--- src/rtl/cmo_pkg.sv ---
// constants and register map of the clock mux output gating block
package cmo_pkg;
  localparam int NUM_OUT = 16;
  localparam int NUM_PIN = 8;
  localparam int NUM_SYNC = 29;

  // product variants selected by the top-level parameter
  localparam logic [1:0] VAR_16 = 2'h0;
  localparam logic [1:0] VAR_8 = 2'h1;
  localparam logic [1:0] VAR_4 = 2'h2;
  localparam logic [1:0] VAR_2 = 2'h3;

  // apb register byte offsets
  localparam logic [7:0] OFS_OUT_ENABLE = 8'h00;
  localparam logic [7:0] OFS_PIN_REMAP = 8'h04;
  localparam logic [7:0] OFS_EVT_STATUS = 8'h08;
  localparam logic [7:0] OFS_EVT_CLEAR = 8'h0c;
  localparam logic [7:0] OFS_EVT_ENABLE = 8'h10;
  localparam logic [7:0] OFS_LIVE_STATE = 8'h14;
  localparam logic [7:0] OFS_RUN_STATE = 8'h18;

  // event bit positions
  localparam int EVT_LOSS = 0;
  localparam int EVT_RECOVER = 1;
  localparam int NUM_EVT = 2;

  // reset values
  localparam logic [15:0] RST_OUT_ENABLE = 16'hffff;
  localparam logic [7:0] RST_PIN_REMAP = 8'h00;
  localparam logic [1:0] RST_EVT = 2'h0;
  // sync order: sideband[28:13], latch_n[12], strap[11], pins_n[10:3], select[2], ref[1:0]
  localparam logic [28:0] RST_SYNC = 29'h1ffff7f8;

  // timing
  localparam int CLK_PERIOD_NS = 20;
  localparam int LOSS_TIMEOUT_NS = 1000;
  localparam int LOSS_CYC = (LOSS_TIMEOUT_NS + CLK_PERIOD_NS - 1) / CLK_PERIOD_NS;
  localparam int VALID_EDGES = 4;
  localparam int STRAP_WAIT = 3;
endpackage : cmo_pkg

--- src/rtl/cmo_gate.sv ---
// loss monitor, parking and glitch-free output gating of the clock mux
//
// The implementer's own choices: the register offsets and the APB interface to the registers.
`timescale 1ns/1ns
//
// Contract
// - watch input clock, flag loss when gone
// - loss pulls open-drain flag, sets sticky event
// - flag low from reset until clock valid
// - monitor only the selected input clock
// - loss parks clock path low/low
// - output runs only if all enables agree
// - enable changes synchronised, no runt pulses
// - one bus enable bit per output, reset enabled
// - bus bit zero stops low/low, one restarts
// - enable sync clocked by input clock; here run_q is a pclk flop loaded on the sampled falling edge
// - pin low enables, high disables low/low
// - up to eight active-low enable pins
// - strap shares four pins with sideband port
// - latch input reuses two pins on small variants
// - strap one turns pins d,e,g,h sideband
// - 16/8-output pin to output mapping
// - 4/2-output pin to output mapping
// - event bit cleared only by writing one
module cmo_gate #(
  parameter logic [1:0] VARIANT = cmo_pkg::VAR_16
) (
  input wire logic pclk, // apb clock, 50 MHz
  input wire logic presetn, // async reset, active low
  input wire logic psel, // apb select
  input wire logic penable, // apb enable
  input wire logic pwrite, // apb direction
  input wire logic [7:0] paddr, // apb byte address
  input wire logic [31:0] pwdata, // apb write data
  output logic [31:0] prdata, // apb read data
  output logic pready, // apb ready
  output logic pslverr, // apb error on unmapped address
  input wire logic [1:0] ref_clock_in, // the two input clocks
  input wire logic ref_select, // input clock choice
  input wire logic [7:0] output_enable_n, // enable pins a..h, low enables
  input wire logic sideband_enable_strap, // strap, 1 gives pins to sideband port
  input wire logic mgmt_bus_enable_latch_n, // low gives pins b,g to the bus
  input wire logic [15:0] sideband_enables, // enables from the sideband register
  output logic [15:0] clk_true, // true legs
  output logic [15:0] clk_comp, // complementary legs
  output logic signal_loss_flag_n_out, // open-drain flag, output level
  output logic signal_loss_flag_n_oe, // open-drain flag, drive enable
  output logic irq // level interrupt
);
  localparam int LOSS_CYC = cmo_pkg::LOSS_CYC;

  // ----------------------------------------------------------------
  // pin synchronisers
  // ----------------------------------------------------------------
  logic [28:0] s1_q, s2_q, s3_q, pin_q;
  always_ff @(posedge pclk or negedge presetn) begin
    if (!presetn) begin
      s1_q <= cmo_pkg::RST_SYNC;
      s2_q <= cmo_pkg::RST_SYNC;
      s3_q <= cmo_pkg::RST_SYNC;
      pin_q <= cmo_pkg::RST_SYNC;
    end else begin
      s1_q <= {sideband_enables, mgmt_bus_enable_latch_n, sideband_enable_strap,
               output_enable_n, ref_select, ref_clock_in};
      s2_q <= s1_q;
      s3_q <= s2_q;
      // a bit moves only when the second and third stage agree
      pin_q <= (s2_q & s3_q) | (pin_q & (s2_q ^ s3_q));
    end
  end

  logic [1:0] ref_lvl;
  logic sel_lvl;
  logic [7:0] pin_n;
  logic [15:0] sb_en;
  assign ref_lvl = pin_q[1:0];
  assign sel_lvl = pin_q[2];
  assign pin_n = pin_q[10:3];
  assign sb_en = pin_q[28:13];

  // ----------------------------------------------------------------
  // strap capture after reset release
  // ----------------------------------------------------------------
  logic [1:0] strap_cnt_q;
  logic strap_q, bus_pins_q;
  always_ff @(posedge pclk or negedge presetn) begin
    if (!presetn) begin
      strap_cnt_q <= 2'h0;
      strap_q <= 1'b0;
      bus_pins_q <= 1'b0;
    end else if (strap_cnt_q != 2'(cmo_pkg::STRAP_WAIT)) begin
      strap_cnt_q <= strap_cnt_q + 2'h1;
    end else if (strap_cnt_q == 2'(cmo_pkg::STRAP_WAIT) && !strap_q && !bus_pins_q) begin
      // straps are static after power-up; sampling repeats each cycle until strap_q or bus_pins_q is set, then holds
      // pin_q still holds its reset value here; the agreeing stages already carry the pin
      strap_q <= (VARIANT == cmo_pkg::VAR_16 || VARIANT == cmo_pkg::VAR_8) && s2_q[11] && s3_q[11];
      bus_pins_q <= (VARIANT == cmo_pkg::VAR_4 || VARIANT == cmo_pkg::VAR_2) && !s2_q[12] && !s3_q[12];
    end
  end

  // ----------------------------------------------------------------
  // loss monitor on the selected input
  // ----------------------------------------------------------------
  logic ref_now, ref_prev_q, sel_prev_q, ref_edge, fall_edge;
  assign ref_now = sel_lvl ? ref_lvl[1] : ref_lvl[0];
  assign ref_edge = (ref_now != ref_prev_q) && (sel_lvl == sel_prev_q);
  assign fall_edge = ref_prev_q && !ref_now && (sel_lvl == sel_prev_q);

  logic [7:0] idle_cnt_q;
  logic [2:0] good_cnt_q;
  logic loss_q;
  always_ff @(posedge pclk or negedge presetn) begin
    if (!presetn) begin
      ref_prev_q <= 1'b0;
      sel_prev_q <= 1'b0;
      idle_cnt_q <= 8'h00;
      good_cnt_q <= 3'h0;
      loss_q <= 1'b1;
    end else begin
      ref_prev_q <= ref_now;
      sel_prev_q <= sel_lvl;
      if (ref_edge) begin
        idle_cnt_q <= 8'h00;
      end else if (idle_cnt_q != 8'(LOSS_CYC)) begin
        idle_cnt_q <= idle_cnt_q + 8'h01;
      end
      if (!ref_edge && idle_cnt_q == 8'(LOSS_CYC - 1)) begin
        loss_q <= 1'b1;
        good_cnt_q <= 3'h0;
      end else if (loss_q && fall_edge) begin
        // several clean edges are required before the flag releases
        if (good_cnt_q == 3'(cmo_pkg::VALID_EDGES - 1)) begin
          loss_q <= 1'b0;
          good_cnt_q <= 3'h0;
        end else begin
          good_cnt_q <= good_cnt_q + 3'h1;
        end
      end
    end
  end

  // ----------------------------------------------------------------
  // pin to output mapping
  // ----------------------------------------------------------------
  // returns {valid, output index} for one enable pin
  function automatic logic [4:0] pin_target(input logic [2:0] p, input logic [7:0] remap);
    logic [4:0] t;
    t = 5'h00;
    unique case (VARIANT)
      cmo_pkg::VAR_16: t = {1'b1, p, remap[p]};
      cmo_pkg::VAR_8: t = {1'b1, p, p[0]};
      cmo_pkg::VAR_4: begin
        unique case (p)
          3'h1: t = remap[1] ? 5'h15 : 5'h13;
          3'h2: t = 5'h15;
          3'h5: t = 5'h1a;
          3'h6: t = remap[6] ? 5'h1a : 5'h1c;
          default: t = 5'h00;
        endcase
      end
      cmo_pkg::VAR_2: t = (p == 3'h2) ? 5'h15 : (p == 3'h5) ? 5'h1a : 5'h00;
    endcase
    return t;
  endfunction

  logic [15:0] present, pin_ok;
  logic [7:0] remap_q;
  always_comb begin
    logic [4:0] tgt;
    logic as_enable;
    tgt = 5'h00;
    as_enable = 1'b0;
    present = 16'h0000;
    pin_ok = 16'hffff;
    for (int p = 0; p < cmo_pkg::NUM_PIN; p++) begin
      tgt = pin_target(3'(p), remap_q);
      // pins d,e,g,h serve the sideband port, b,g the bus on small parts
      as_enable = !(strap_q && (p == 3 || p == 4 || p == 6 || p == 7)) &&
                  !(bus_pins_q && (p == 1 || p == 6));
      if (tgt[4]) begin
        present[tgt[3:0]] = 1'b1;
        if (as_enable && pin_n[p]) begin
          pin_ok[tgt[3:0]] = 1'b0;
        end
      end
    end
    if (VARIANT == cmo_pkg::VAR_4) begin
      present = 16'h1428;
    end
    // every output of the full part exists, pin or no pin
    if (VARIANT == cmo_pkg::VAR_16) begin
      present = 16'hffff;
    end
  end

  // ----------------------------------------------------------------
  // glitch-free output gating
  // ----------------------------------------------------------------
  logic [15:0] out_en_q, want, run_q, sb_ok;
  assign sb_ok = strap_q ? sb_en : 16'hffff;
  assign want = out_en_q & pin_ok & sb_ok & present;

  always_ff @(posedge pclk or negedge presetn) begin
    if (!presetn) begin
      run_q <= 16'h0000;
    end else if (loss_q) begin
      run_q <= 16'h0000;
    end else if (fall_edge) begin
      // switching only while the clock is low keeps every pulse whole
      run_q <= want;
    end
  end

  always_ff @(posedge pclk or negedge presetn) begin
    if (!presetn) begin
      clk_true <= 16'h0000;
      clk_comp <= 16'h0000;
    end else begin
      clk_true <= loss_q ? 16'h0000 : run_q & {16{ref_now}};
      clk_comp <= loss_q ? 16'h0000 : run_q & {16{!ref_now}};
    end
  end

  // ----------------------------------------------------------------
  // apb slave
  // ----------------------------------------------------------------
  logic setup, acc_wr, hit;
  assign setup = psel && !penable;
  assign acc_wr = psel && penable && pready && pwrite;
  assign hit = paddr inside {cmo_pkg::OFS_OUT_ENABLE, cmo_pkg::OFS_PIN_REMAP, cmo_pkg::OFS_EVT_STATUS,
                             cmo_pkg::OFS_EVT_CLEAR, cmo_pkg::OFS_EVT_ENABLE, cmo_pkg::OFS_LIVE_STATE,
                             cmo_pkg::OFS_RUN_STATE};

  logic [1:0] evt_q, evt_en_q;
  always_ff @(posedge pclk or negedge presetn) begin
    if (!presetn) begin
      out_en_q <= cmo_pkg::RST_OUT_ENABLE;
      remap_q <= cmo_pkg::RST_PIN_REMAP;
      evt_en_q <= cmo_pkg::RST_EVT;
    end else if (acc_wr) begin
      if (paddr == cmo_pkg::OFS_OUT_ENABLE) begin
        out_en_q <= pwdata[15:0];
      end
      if (paddr == cmo_pkg::OFS_PIN_REMAP) begin
        remap_q <= pwdata[7:0];
      end
      if (paddr == cmo_pkg::OFS_EVT_ENABLE) begin
        evt_en_q <= pwdata[1:0];
      end
    end
  end

  // ----------------------------------------------------------------
  // events and interrupt
  // ----------------------------------------------------------------
  logic loss_prev_q;
  logic [1:0] evt_set, evt_clr;
  assign evt_set = {loss_prev_q && !loss_q, !loss_prev_q && loss_q};
  assign evt_clr = (acc_wr && paddr == cmo_pkg::OFS_EVT_CLEAR) ? pwdata[1:0] : 2'h0;

  always_ff @(posedge pclk or negedge presetn) begin
    if (!presetn) begin
      loss_prev_q <= 1'b1;
      evt_q <= cmo_pkg::RST_EVT;
      irq <= 1'b0;
      signal_loss_flag_n_out <= 1'b0;
      signal_loss_flag_n_oe <= 1'b1;
    end else begin
      loss_prev_q <= loss_q;
      // a new event in the clearing cycle survives the clear
      evt_q <= (evt_q & ~evt_clr) | evt_set;
      irq <= |(evt_q & evt_en_q);
      signal_loss_flag_n_out <= 1'b0;
      signal_loss_flag_n_oe <= loss_q;
    end
  end

  always_ff @(posedge pclk or negedge presetn) begin
    if (!presetn) begin
      prdata <= 32'h0000_0000;
      pready <= 1'b0;
      pslverr <= 1'b0;
    end else begin
      pready <= setup;
      pslverr <= setup && !hit;
      if (setup && !pwrite) begin
        unique case (paddr)
          cmo_pkg::OFS_OUT_ENABLE: prdata <= {16'h0000, out_en_q};
          cmo_pkg::OFS_PIN_REMAP: prdata <= {24'h000000, remap_q};
          cmo_pkg::OFS_EVT_STATUS: prdata <= {30'h0, evt_q};
          cmo_pkg::OFS_EVT_ENABLE: prdata <= {30'h0, evt_en_q};
          cmo_pkg::OFS_LIVE_STATE: prdata <= {27'h0, bus_pins_q, strap_q, sel_lvl, ref_now, loss_q};
          cmo_pkg::OFS_RUN_STATE: prdata <= {16'h0000, run_q};
          default: prdata <= 32'h0000_0000;
        endcase
      end
    end
  end

  // ----------------------------------------------------------------
  // assertions
  // ----------------------------------------------------------------
  property p_loss_flag;
    @(posedge pclk) disable iff (!presetn) $rose(loss_q) |=> signal_loss_flag_n_oe && evt_q[0];
  endproperty
  a_loss_flag: assert property (p_loss_flag) else $error("loss not flagged");

  property p_loss_timeout;
    @(posedge pclk) disable iff (!presetn)
      (!ref_edge && idle_cnt_q == 8'(LOSS_CYC - 1)) |=> loss_q;
  endproperty
  a_loss_timeout: assert property (p_loss_timeout) else $error("timeout missed");

  property p_park;
    @(posedge pclk) disable iff (!presetn) loss_q |=> (clk_true == 16'h0000 && clk_comp == 16'h0000);
  endproperty
  a_park: assert property (p_park) else $error("outputs not parked");

  property p_stopped_low;
    @(posedge pclk) disable iff (!presetn) 1'b1 |=> ((clk_true | clk_comp) & ~$past(run_q)) == 16'h0000;
  endproperty
  a_stopped_low: assert property (p_stopped_low) else $error("stopped output toggles");

  property p_sync_change;
    @(posedge pclk) disable iff (!presetn)
      (run_q != $past(run_q)) |-> ($past(fall_edge) || $past(loss_q));
  endproperty
  a_sync_change: assert property (p_sync_change) else $error("unsynchronised enable");

  property p_bus_enable;
    @(posedge pclk) disable iff (!presetn)
      (acc_wr && paddr == cmo_pkg::OFS_OUT_ENABLE) |=> out_en_q == $past(pwdata[15:0]);
  endproperty
  a_bus_enable: assert property (p_bus_enable) else $error("enable write lost");

  property p_evt_hold;
    @(posedge pclk) disable iff (!presetn) (evt_q[0] && !evt_clr[0]) |=> evt_q[0];
  endproperty
  a_evt_hold: assert property (p_evt_hold) else $error("event bit dropped");

  property p_run_needs_want;
    @(posedge pclk) disable iff (!presetn) fall_edge && !loss_q |=> run_q == $past(want);
  endproperty
  a_run_needs_want: assert property (p_run_needs_want) else $error("run ignores enables");

  property p_flag_reset;
    @(posedge pclk) disable iff (!presetn) $rose(presetn) |-> signal_loss_flag_n_oe ##1 loss_q;
  endproperty
  a_flag_reset: assert property (p_flag_reset) else $error("flag released at reset");

  property p_enable_reset;
    @(posedge pclk) disable iff (!presetn) $rose(presetn) |-> out_en_q == cmo_pkg::RST_OUT_ENABLE;
  endproperty
  a_enable_reset: assert property (p_enable_reset) else $error("bus enables not reset enabled");

  property p_pin_disable;
    @(posedge pclk) disable iff (!presetn) fall_edge && !loss_q |=> (run_q & ~$past(pin_ok)) == 16'h0000;
  endproperty
  a_pin_disable: assert property (p_pin_disable) else $error("disabled pin output runs");

  property p_absent_low;
    @(posedge pclk) disable iff (!presetn) ((clk_true | clk_comp) & ~present) == 16'h0000;
  endproperty
  a_absent_low: assert property (p_absent_low) else $error("absent output toggles");

  property p_select_quiet;
    @(posedge pclk) disable iff (!presetn) (sel_lvl != sel_prev_q) |-> !ref_edge && !fall_edge;
  endproperty
  a_select_quiet: assert property (p_select_quiet) else $error("edge seen across selection change");

  c_recover: cover property (@(posedge pclk) disable iff (!presetn) $fell(loss_q));
  c_loss: cover property (@(posedge pclk) disable iff (!presetn) $rose(loss_q));
  c_bus_stop: cover property (@(posedge pclk) disable iff (!presetn)
    acc_wr && paddr == cmo_pkg::OFS_OUT_ENABLE && pwdata[0] == 1'b0);
  c_strap: cover property (@(posedge pclk) disable iff (!presetn) strap_q && fall_edge && !loss_q);
endmodule : cmo_gate

--- config.mk ---
export PLATFORM = sky130hd
export DESIGN_NAME = cmo_gate
export DESIGN_NICKNAME = d
export VERILOG_FILES = /design/src/rtl/cmo_pkg.sv /design/src/rtl/cmo_gate.sv
export SDC_FILE = /design/constraint.sdc
export NUM_CORES = 1
export LEC_CHECK = 0
export ABC_CLOCK_PERIOD_IN_PS = 3650
export BUFFER_PORTS_ARGS = -buffer_cell sky130_fd_sc_hd__clkbuf_2
export CAP_MARGIN = 20
export CELL_PAD_IN_SITES_DETAIL_PLACEMENT = 1
export CELL_PAD_IN_SITES_GLOBAL_PLACEMENT = 1
export CORE_MARGIN = 2
export CORE_UTILIZATION = 35
export DETAILED_ROUTE_END_ITERATION = 10
export PLACE_DENSITY_LB_ADDON = 0.12
export SYNTH_ARGS = -nofsm -noshare
export SYNTH_HDL_FRONTEND = slang
export SYNTH_SLANG_ARGS = --single-unit
--- constraint.sdc ---
create_clock -name pclk -period 3.65 [get_ports pclk]
set_input_delay 0.365 -clock pclk [delete_from_list [all_inputs] [get_ports pclk]]
set_output_delay 0.365 -clock pclk [all_outputs]
set_load 0.02 [all_outputs]
### Word level (Yosys, flattened, before mapping)

Index checks and enable logic that the tools add are counted.

| cells by class | value |
|---|---|
| $add $sub $neg | 3 |
| order comparisons | 16 |
| equal/unequal tests | 13 |
| muxes and demuxes | 40 |
| bitwise logic cells | 28 |
| reductions and logical operators | 48 |

Operators with widths:

| operator | number |
|---|---|
| 16-bit two-way mux | 13 |
| 16-bit bitwise AND | 11 |
| 16-bit one-hot mux with 6 select lines | 1 |
| 29-bit bitwise AND | 2 |
| 29-bit bitwise OR | 1 |
| 29-bit XOR | 1 |
| 1-bit logical AND | 28 |
| 8-bit by 5-bit equality test with 1-bit output (second input constant) | 3 |
| 4-bit by 5-bit less-than comparator with 1-bit output (second input constant) | 4 |
| 8-bit by 4-bit equality test with 1-bit output (second input constant) | 2 |
| 4-bit by 1-bit greater-or-equal comparator with 1-bit output (second input constant) | 4 |
| 8-bit two-way mux | 2 |
| 10-bit inverter with 16-bit output | 1 |
| 12-bit inverter with 16-bit output | 1 |
| 14-bit inverter with 16-bit output | 1 |
| 16-bit inverter | 1 |
| 2-bit inverter with 16-bit output | 1 |
| 4-bit inverter with 16-bit output | 1 |
| 6-bit inverter with 16-bit output | 1 |
| 8-bit inverter with 16-bit output | 1 |
| 1-bit two-way mux | 12 |
| 3-bit by 5-bit less-than comparator with 1-bit output (second input constant) | 2 |
| 2-bit AND reduction | 5 |
| 3-bit two-way mux | 3 |
| 27 further kinds | 46 |

| word-level totals | value |
|---|---|
| register bits after elaboration | 245 |
| input bits | 74 |
| output and inout port bits | 69 |

### Depth between registers and ports, before layout

Gate-level depths: netlist (run 1).

| logic depth | value |
|---|---|
| depth in word-level cells | 24 |
| gate-level depth with buffers | 8 |
| depth with buffers taken out | 5 |

### Worst setup path after synthesis (run 1)

No wires, ideal clock.

| timing path | value |
|---|---|
| path kind | reg-to-reg |
| start point | register pin_q[2] |
| end point | register run_q[6] |
| setup time | 78 ps |
| arrival | 2066 ps |
| slack | 1506 ps |
| stages on the path, launching flop included | 9 |
| path through | dfrtp_1 mux2i_1 clkbuf_1 ha_1 and2_1 clkbuf_1 buf_2 o2111ai_1 a21oi_1 |

| on the way | value |
|---|---|
| cells in the longest elaborated chain, start to end | 5 |
| elaborated cells between the ends (all ways) | 6 |
| those cells by class | eq/ne: 1; mux: 1; reduce/logical: 4 |

RTL lines:

| item | RTL line | text |
|---|---|---|
| start: declaration | cmo_gate.sv:55 | `logic [28:0] s1_q, s2_q, s3_q, pin_q;` |
| start signal: assignment | cmo_gate.sv:61 | `pin_q <= cmo_pkg::RST_SYNC;` |
| start signal: assignment | cmo_gate.sv:68 | `pin_q <= (s2_q & s3_q) \| (pin_q & (s2_q ^ s3_q));` |
| 1-bit two-way mux | cmo_gate.sv:105 | `assign ref_now = sel_lvl ? ref_lvl[1] : ref_lvl[0];` |
| 1-bit logical NOT | cmo_gate.sv:107 | `assign fall_edge = ref_prev_q && !ref_now && (sel_lvl == sel_prev_q);` |
| 1-bit logical AND | cmo_gate.sv:107 |  |
| 1-bit logical AND * | cmo_gate.sv:107 |  |
| 2-bit nonzero test (no source line) * | n/a |  |
| end signal: assignment | cmo_gate.sv:210 | `run_q <= want;` |
| end: declaration | cmo_gate.sv:199 | `logic [15:0] out_en_q, want, run_q, sb_ok;` |

Mark *: on every way between the ends. The rest lies on a longest branch, timed or not.
A chain may end at the register's enable or synchronous reset.

### Final worst setup path (run 1)

| timing path | value |
|---|---|
| start point | register pin_q[2] |
| end point | register run_q[11] |

The elaborated chain is that of the path after synthesis.

==> flow_summary.ini, run 1 <==
[run_status]
run_status = finished clean

[critical_path]
critical_path_peak_fanout = 16
rrSetupSlack_ns = 1.50
criticalPathCategory = reg -> reg
startpoint_type = register
timing.critical_path.to_type = register
worstSetupPathDepth = 7
crit_buf_inv = 2
cpLargestDelayFamily = simple AND/OR/NAND/NOR gates
timing.critical_path.arrival_ns = 2.58
path_common_cell = sky130_fd_sc_hd__buf_4
ff2ff_path_depth = 7
critical-path-max-stage-delay_ns = 0.59
critPathRequiredTime_ns = 4.09
reg2reg_from = pin_q[2]
crit-reg2reg-capture = run_q[11]
cells_along_the_critical_path = buf_4, mux2i_1, ha_1, and2_1, buf_4, nand4_1, o21ai_0
cell_with_the_largest_stage_delay_on_the_worst_path = sky130_fd_sc_hd__and2_1

[clock_network]
clk-insertion-delay-late_ns = 0.52
postCtsResizedCells = 0
ctsLongestPathBuffers = 3
clock_tree_from_tritoncts = built
number_of_levels_in_the_clock_h_tree = 1
clock-root-buffer = sky130_fd_sc_hd__clkbuf_16
tritoncts.num_buffers = 25
cts.reportedPaths.clkPinSlew_ns = 0.06
numClockSinks = 224

[placed_design]
placedCellCount = 1023
port_buffer_cells = 108
dpl.hpwl_um = 13400
gp_routability_congestion = 0.810

[route]
postRouteAntennaNets = 0
detail_route.iter0.violations = 311
wl_per_cell_um = 17.7
drc_errors = 0
post_drt_via_cell_ratio = 4.77
vias = 5232
route.final.wire_length_um = 19400
router_iterations_before_antenna_repair = 4

[power_and_ir_drop]
cellLeakagePower_nw = 4.92
vdd_ir_drop_max_mv = 0.252
powerDensity_nw_per_um2 = 526

[logic_synthesis]
syn_area_um2 = 8460
synth_cell_type_count = 51
synth_area_per_cell_um2 = 13.8
share_of_flip_flops_with_an_asynchronous_set_or_reset = 1.00
syn_inst = 611
synth_top_cells_by_area = sky130_fd_sc_hd__dfstp_2, sky130_fd_sc_hd__dfrtp_1, sky130_fd_sc_hd__ha_1, sky130_fd_sc_hd__mux2_2, sky130_fd_sc_hd__a21o_1
synth_top_cell_area_share = 0.354
synth_warnings = 0
synth-edff-count = 0
synth_largest_area_cell = sky130_fd_sc_hd__dfstp_2
synth-seq-area-share = 0.679
postSynth.topFlopCell = sky130_fd_sc_hd__dfstp_2
ys_ff_latch = 224

[sta]
timing.final.hold_violations = 0
timing.final.setup_violations = 0
fmax_mhz = 466
period_minus_slack_ns = 2.15
rsz0062_at_grt = no
tightestPinTransition_ns = 0.918
post-route-period-util = 0.588
timing.final.max_slew_violations = 0
final.setup.tns_ns = 0
slew_headroom = 0.387
fin_worst_skew_ns = 0.0201

[finish]
final_layout_size_suffix_gt1_frac = 0.375
multi_input_area_um2 = 2500
antennaDiodeCount = 0
layout.nets = 867
commonest_non_fill_non_tap_cells_in_the_layout = sky130_fd_sc_hd__dfstp_2, sky130_fd_sc_hd__dfrtp_1, sky130_fd_sc_hd__clkbuf_2, sky130_fd_sc_hd__nand2_1, sky130_fd_sc_hd__ha_1
area_growth_syn_to_layout_pct = 22.7
fillerInstances = 2496
finalNonFillerCells = 1097
leading_cell_type_in_the_layout_fill_and_taps_excluded = sky130_fd_sc_hd__dfstp_2
register_area_um2 = 5750

[floorplan]
initial_core_util = 0.358
ioPinCount = 143
die_area_um2 = 25400
die_x_extent_um = 159
standard_cell_row_count = 56
core_area_um2 = 23600
vertical_extent_of_the_die_um = 159

[min_path]
holdPathEnd = pready
worst_hold_startpoint = penable
worstHoldPathCells = 2
hold_path.class = in -> reg

[global_route]
maximum_number_of_pins_on_one_net_before_global_route_repair = 110
track_usage = 0.156
grt_pass1_vias = 5739
number_of_antenna_violations_at_the_first_check_in_global_routing = 0
grt_pass1_wl_um = 32000
gr-total-overflow = 0

[flow_run]
max-cap-violations = 0
==> kinds of logic (layout without fill, tap and decap cells) <==
| kind of cell | count (synthesis) | after routing | share of synthesized area |
|---|---|---|---|
| mux | 36 | 36 | 0.0473 |
| buf+inv | 51 | 202 | 0.0318 |
| xor+xnor | 7 | 7 | 0.00725 |
| compound gates | 110 | 110 | 0.0890 |
| flops | 224 | 224 | 0.679 |
| simple gates | 149 | 149 | 0.0961 |
| fa+ha+maj | 33 | 33 | 0.0488 |
| other cells | 1 | 17 | 0.000443 |
==> layer usage <==
metal  part of all wire  global-route usage
met4              0.022              0.0442
met2               0.45               0.247
met3              0.047              0.0289
met5                  0                   0
met1               0.48               0.222
==> synthesized netlist by cell type (2+ instances only) <==
library cell                instances
sky130_fd_sc_hd__a211oi_1           2
sky130_fd_sc_hd__a21oi_1           17
sky130_fd_sc_hd__buf_2              5
sky130_fd_sc_hd__or3b_2             2
sky130_fd_sc_hd__nor2_1            27
sky130_fd_sc_hd__and2_1             5
sky130_fd_sc_hd__mux2i_1            4
sky130_fd_sc_hd__a2bb2oi_1          8
sky130_fd_sc_hd__nand2_1           40
sky130_fd_sc_hd__a32oi_1            7
sky130_fd_sc_hd__and3_1            20
sky130_fd_sc_hd__nor3_1             3
sky130_fd_sc_hd__mux2_2            19
sky130_fd_sc_hd__a22oi_1            8
sky130_fd_sc_hd__o21ai_0           18
sky130_fd_sc_hd__xor2_1             3
sky130_fd_sc_hd__ha_1              33
sky130_fd_sc_hd__or3_1              2
sky130_fd_sc_hd__dfrtp_1          110
sky130_fd_sc_hd__buf_4             17
sky130_fd_sc_hd__dfstp_2          114
sky130_fd_sc_hd__xnor2_1            4
sky130_fd_sc_hd__mux2_1            13
sky130_fd_sc_hd__inv_1             12
sky130_fd_sc_hd__o21ai_1            8
sky130_fd_sc_hd__nand4_1           14
sky130_fd_sc_hd__nor2b_1            3
sky130_fd_sc_hd__a22o_1             3
sky130_fd_sc_hd__nand3_1           14
sky130_fd_sc_hd__nand3b_1           3
sky130_fd_sc_hd__a21o_1            28
sky130_fd_sc_hd__and4_1             2
sky130_fd_sc_hd__nand2b_1           3
sky130_fd_sc_hd__nor4_1             2
sky130_fd_sc_hd__clkbuf_1          16
sky130_fd_sc_hd__o2111ai_1          7
==> per-stage QoR <==
step	total power, mW	area [µm²]	utilization	setup slack [ns]	hold WS (ns)
2_1_floorplan	2.96	8520	-	1.51	0.0694
3_3_place_gp	3.11	9320	0.395	1.28	0.339
6_report	5.47	10400	0.440	1.50	0.0442
5_1_grt	5.73	10400	0.440	1.30	0.0553
3_5_place_dp	3.14	9320	0.395	1.27	0.340
4_1_cts	5.57	10400	0.440	1.44	0.0192
==> worst max path at each step <==
| stage | start | end | slack (ns) |
|---|---|---|---|
| after detailed placement | paddr[4] | out_en_q[4] | 1.27 |
| final | pin_q[2] | run_q[11] | 1.50 |
| after global routing | pin_q[2] | run_q[0] | 1.30 |
| after CTS | pin_q[2] | run_q[11] | 1.44 |
| after floorplan | pin_q[2] | run_q[6] | 1.51 |
| after global placement | paddr[4] | out_en_q[2] | 1.28 |
==> power breakdown <==
group	leakage [nW]	internal (mW)	total, mW	switching (mW)
registers	2.67	2.65	2.73	0.0806
clock network	0.382	1.39	2.35	0.960
logic	1.88	0.154	0.382	0.228
==> worst reg2reg max path, stage by stage, from the launching register on <==
cell and delay [ns]:
sky130_fd_sc_hd__dfrtp_1 0.32, sky130_fd_sc_hd__buf_4 0.16, sky130_fd_sc_hd__mux2i_1 0.26, sky130_fd_sc_hd__ha_1 0.23
sky130_fd_sc_hd__and2_1 0.59, sky130_fd_sc_hd__buf_4 0.27, sky130_fd_sc_hd__nand4_1 0.10, sky130_fd_sc_hd__o21ai_0 0.13
==> flip-flops by register name, summed over array words and instances (netlist names) <==
register,cells
strap_cnt_q,2
s1_q,28
remap_q,8
s2_q,28
good_cnt_q,3
clk_true,16
sel_prev_q,1
prdata,16
out_en_q,16
strap_q,1
idle_cnt_q,8
pready,1
signal_loss_flag_n_oe,1
s3_q,28
irq,1
ref_prev_q,1
run_q,16
loss_q,1
evt_q,2
pslverr,1
evt_en_q,2
pin_q,27
clk_comp,16
==> timing repair <==
action / CTS / global route
hold endpoints to repair: 110 / 0
hold buffers: 29 / 0
setup buffers: 0 / 0
==> cell type report <==
cell class | count | share of cell area
flip-flops and latches | 224 | 0.554
multi-input cells | 352 | 0.241
repair buffers | 145 | 0.0880
clock buffers | 40 | 0.0716
well taps | 319 | 0.0384
inverters | 12 | 0.00434
clock inverters | 5 | 0.00289
Note: power is estimated with default switching activity, not from simulation.
==> run 2, diff against run 1 <==
--- a/config.mk
+++ b/config.mk
@@ -5,7 +5,7 @@
 export SDC_FILE = /design/constraint.sdc
 export NUM_CORES = 1
 export LEC_CHECK = 0
-export ABC_CLOCK_PERIOD_IN_PS = 3650
+export ABC_CLOCK_PERIOD_IN_PS = 2050
 export BUFFER_PORTS_ARGS = -buffer_cell sky130_fd_sc_hd__clkbuf_2
 export CAP_MARGIN = 20
 export CELL_PAD_IN_SITES_DETAIL_PLACEMENT = 1
==> constraint.sdc (replaced) <==
create_clock -name pclk -period 2.05 [get_ports pclk]
set_input_delay 0.205 -clock pclk [delete_from_list [all_inputs] [get_ports pclk]]
set_output_delay 0.205 -clock pclk [all_outputs]
set_load 0.02 [all_outputs]
==> run 2 against run 1 <==
  * Final cell count increased by 3.0%
  * Sequential share of layout area is 2.7 points lower
  * Critical path depth down 2
  * Clock power increased by 110%
  * First-iteration DRC count is 15% lower
  * Sequential power is 78% higher
  * Clock skew is 0.0080 ns lower
  * Setup slack worse by 1.2 ns
  * Core utilization grew 2.3 points
  * Register-to-register slack got worse by 1.2 ns
  * Total power rose by 93%
==> flow_summary.ini, run 2 (same netlist as run 1, synthesis figures left out) <==
[run_status]
run_status = finished clean

[global_route]
grt_pass1_wl_um = 32000
gr-total-overflow = 0
maximum_number_of_pins_on_one_net_before_global_route_repair = 59
grt_pass1_vias = 5797
number_of_antenna_violations_at_the_first_check_in_global_routing = 0
track_usage = 0.158

[clock_network]
clk-insertion-delay-late_ns = 0.52
cts.reportedPaths.clkPinSlew_ns = 0.06
cts_post_setup_buffers_inserted = 0
numClockSinks = 224
ctsLongestPathBuffers = 3
tritoncts.num_buffers = 26
cts_hold_buffers = 45
postCtsResizedCells = 0
clock_tree_from_tritoncts = built
number_of_levels_in_the_clock_h_tree = 1
clock-root-buffer = sky130_fd_sc_hd__clkbuf_16

[critical_path]
timing.critical_path.arrival_ns = 2.18
critPathRequiredTime_ns = 2.49
criticalPathCategory = reg -> reg
crit_buf_inv = 0
reg2reg_from = pin_q[2]
cell_with_the_largest_stage_delay_on_the_worst_path = sky130_fd_sc_hd__or3b_2
startpoint_type = register
cpLargestDelayFamily = simple AND/OR/NAND/NOR gates
cells_along_the_critical_path = mux2i_2, ha_1, nand3_1, or3b_2, a21oi_1
critical_path_peak_fanout = 3
startpoint = pin_q[2]
timing.critical_path.to_type = register
critical-path-max-stage-delay_ns = 0.46

[route]
post_drt_via_cell_ratio = 4.71
wl_per_cell_um = 17.3
postRouteAntennaNets = 0
router_iterations_before_antenna_repair = 4
detail_route.iter0.violations = 263
route.final.wire_length_um = 19500
drc_errors = 0
vias = 5327

[sta]
postLayoutSetupSlackWorst_ns = 0.303
slew_headroom = 0.450
timing.final.hold_violations = 0
post-route-period-util = 0.852
rsz0062_at_grt = no
final.setup.tns_ns = 0
timing.final.setup_violations = 0
fmax_mhz = 573
timing.final.max_slew_violations = 0
fin_worst_skew_ns = 0.0121
hold_ws_ns = 0.0272
period_minus_slack_ns = 1.75
tightestPinTransition_ns = 0.824

[min_path]
hold_path.class = in -> reg
worst_hold_startpoint = pwdata[1]

[power_and_ir_drop]
powerDensity_nw_per_um2 = 969
vdd_ir_drop_max_mv = 0.493
total_power_mw = 10.6
power.clock.fraction = 0.468
net_switching_component_of_the_power_mw = 2.31
internal-power_mw = 8.26
combinational_share_of_power = 0.072
share_seq_of_total_power = 0.460
cellLeakagePower_nw = 5.19
power_switching_share = 0.219

[placed_design]
place_area_um2 = 9490
placedCellCount = 1037
gp_routability_congestion = 0.804
port_buffer_cells = 108
pre_cts_slack_ns = 0.224
dpl.hpwl_um = 14000

[finish]
layout.cell_area.non_filler_um2 = 10900
area_growth_syn_to_layout_pct = 29.0
leading_cell_type_in_the_layout_fill_and_taps_excluded = sky130_fd_sc_hd__dfstp_2
layout.nets = 898
finalNonFillerCells = 1130
antennaDiodeCount = 0
biggestRegsByFlops = s1_q x28, s2_q x28, s3_q x28
commonest_non_fill_non_tap_cells_in_the_layout = sky130_fd_sc_hd__dfstp_2, sky130_fd_sc_hd__dfrtp_1, sky130_fd_sc_hd__clkbuf_2, sky130_fd_sc_hd__dlygate4sd3_1, sky130_fd_sc_hd__nand2_1
final_design_utilization = 0.462
final_layout_size_suffix_gt1_frac = 0.393

[floorplan]
standard_cell_row_count = 56
ioPinCount = 143
die_area_um2 = 25400
die_x_extent_um = 159
vertical_extent_of_the_die_um = 159
initial_core_util = 0.358
core_area_um2 = 23600

[flow_run]
max-cap-violations = 0
## run 2: changes by cell type in the layout (fill, tap and decap cells not counted), moves of 2 or more
cell,before,now
sky130_fd_sc_hd__bufinv_16,0,2
sky130_fd_sc_hd__clkbuf_8,4,9
sky130_fd_sc_hd__buf_12,1,6
sky130_fd_sc_hd__buf_4,7,16
sky130_fd_sc_hd__dlygate4sd3_1,29,45
sky130_fd_sc_hd__clkbuf_16,26,30
sky130_fd_sc_hd__clkbuf_1,10,1
## run 2: worst reg2reg max path, delay by kind of cell, from the launching register on
kind / cells / cell delay (ns)
AOI/OAI and AO/OA: 1 / 0.13
adders and majority gates: 1 / 0.26
DFF: 1 / 0.42
muxes: 1 / 0.26
and+or+nand+nor: 2 / 0.61
## run 2: final timing paths
path / endpoint / slack (ns) / depth (start not counted)
worst max-delay path: good_cnt_q[0] / 0.30 / 5
min in group asynchronous: clk_comp[0] / 0.23 / 2
worst min-delay path: out_en_q[1] / 0.03 / 2
max in group asynchronous: pin_q[16] / 1.12 / 3
worst min register to register: s2_q[8] / 0.35 / 0
worst max register to register: good_cnt_q[0] / 0.30 / 5
## run 2: power by group through the flow
| stage | combinational, mW | clock (mW) | sequential, mW |
|---|---|---|---|
| final | 0.758 | 4.95 | 4.87 |
| after global routing | 0.855 | 5.32 | 4.89 |
| after CTS | 0.779 | 5.12 | 4.87 |
| after detailed placement | 0.706 | 0 | 4.94 |
| after global placement | 0.670 | 0 | 4.93 |
| after floorplan | 0.381 | 0 | 4.90 |
## run 2: per-layer routing
metal | vias up | wire [µm] | global-route usage
met1 | 2677 | 9120 | 0.219
met3 | 28 | 859 | 0.0271
met2 | 125 | 9090 | 0.255
li1 | 2497 | - | -
met4 | 0 | 429 | 0.0450
met5 | - | 0 | 0
## run 2: layout make-up
cell class / instances / area (µm²)
Clock buffer: 40 / 878
Fill cell: 2439 / 12700
Clock inverter: 8 / 96.3
Multi-Input combinational cell: 352 / 2510
Tap cell: 319 / 399
Inverter: 12 / 45.0
Timing Repair Buffer: 175 / 1240
Sequential cell: 224 / 5750
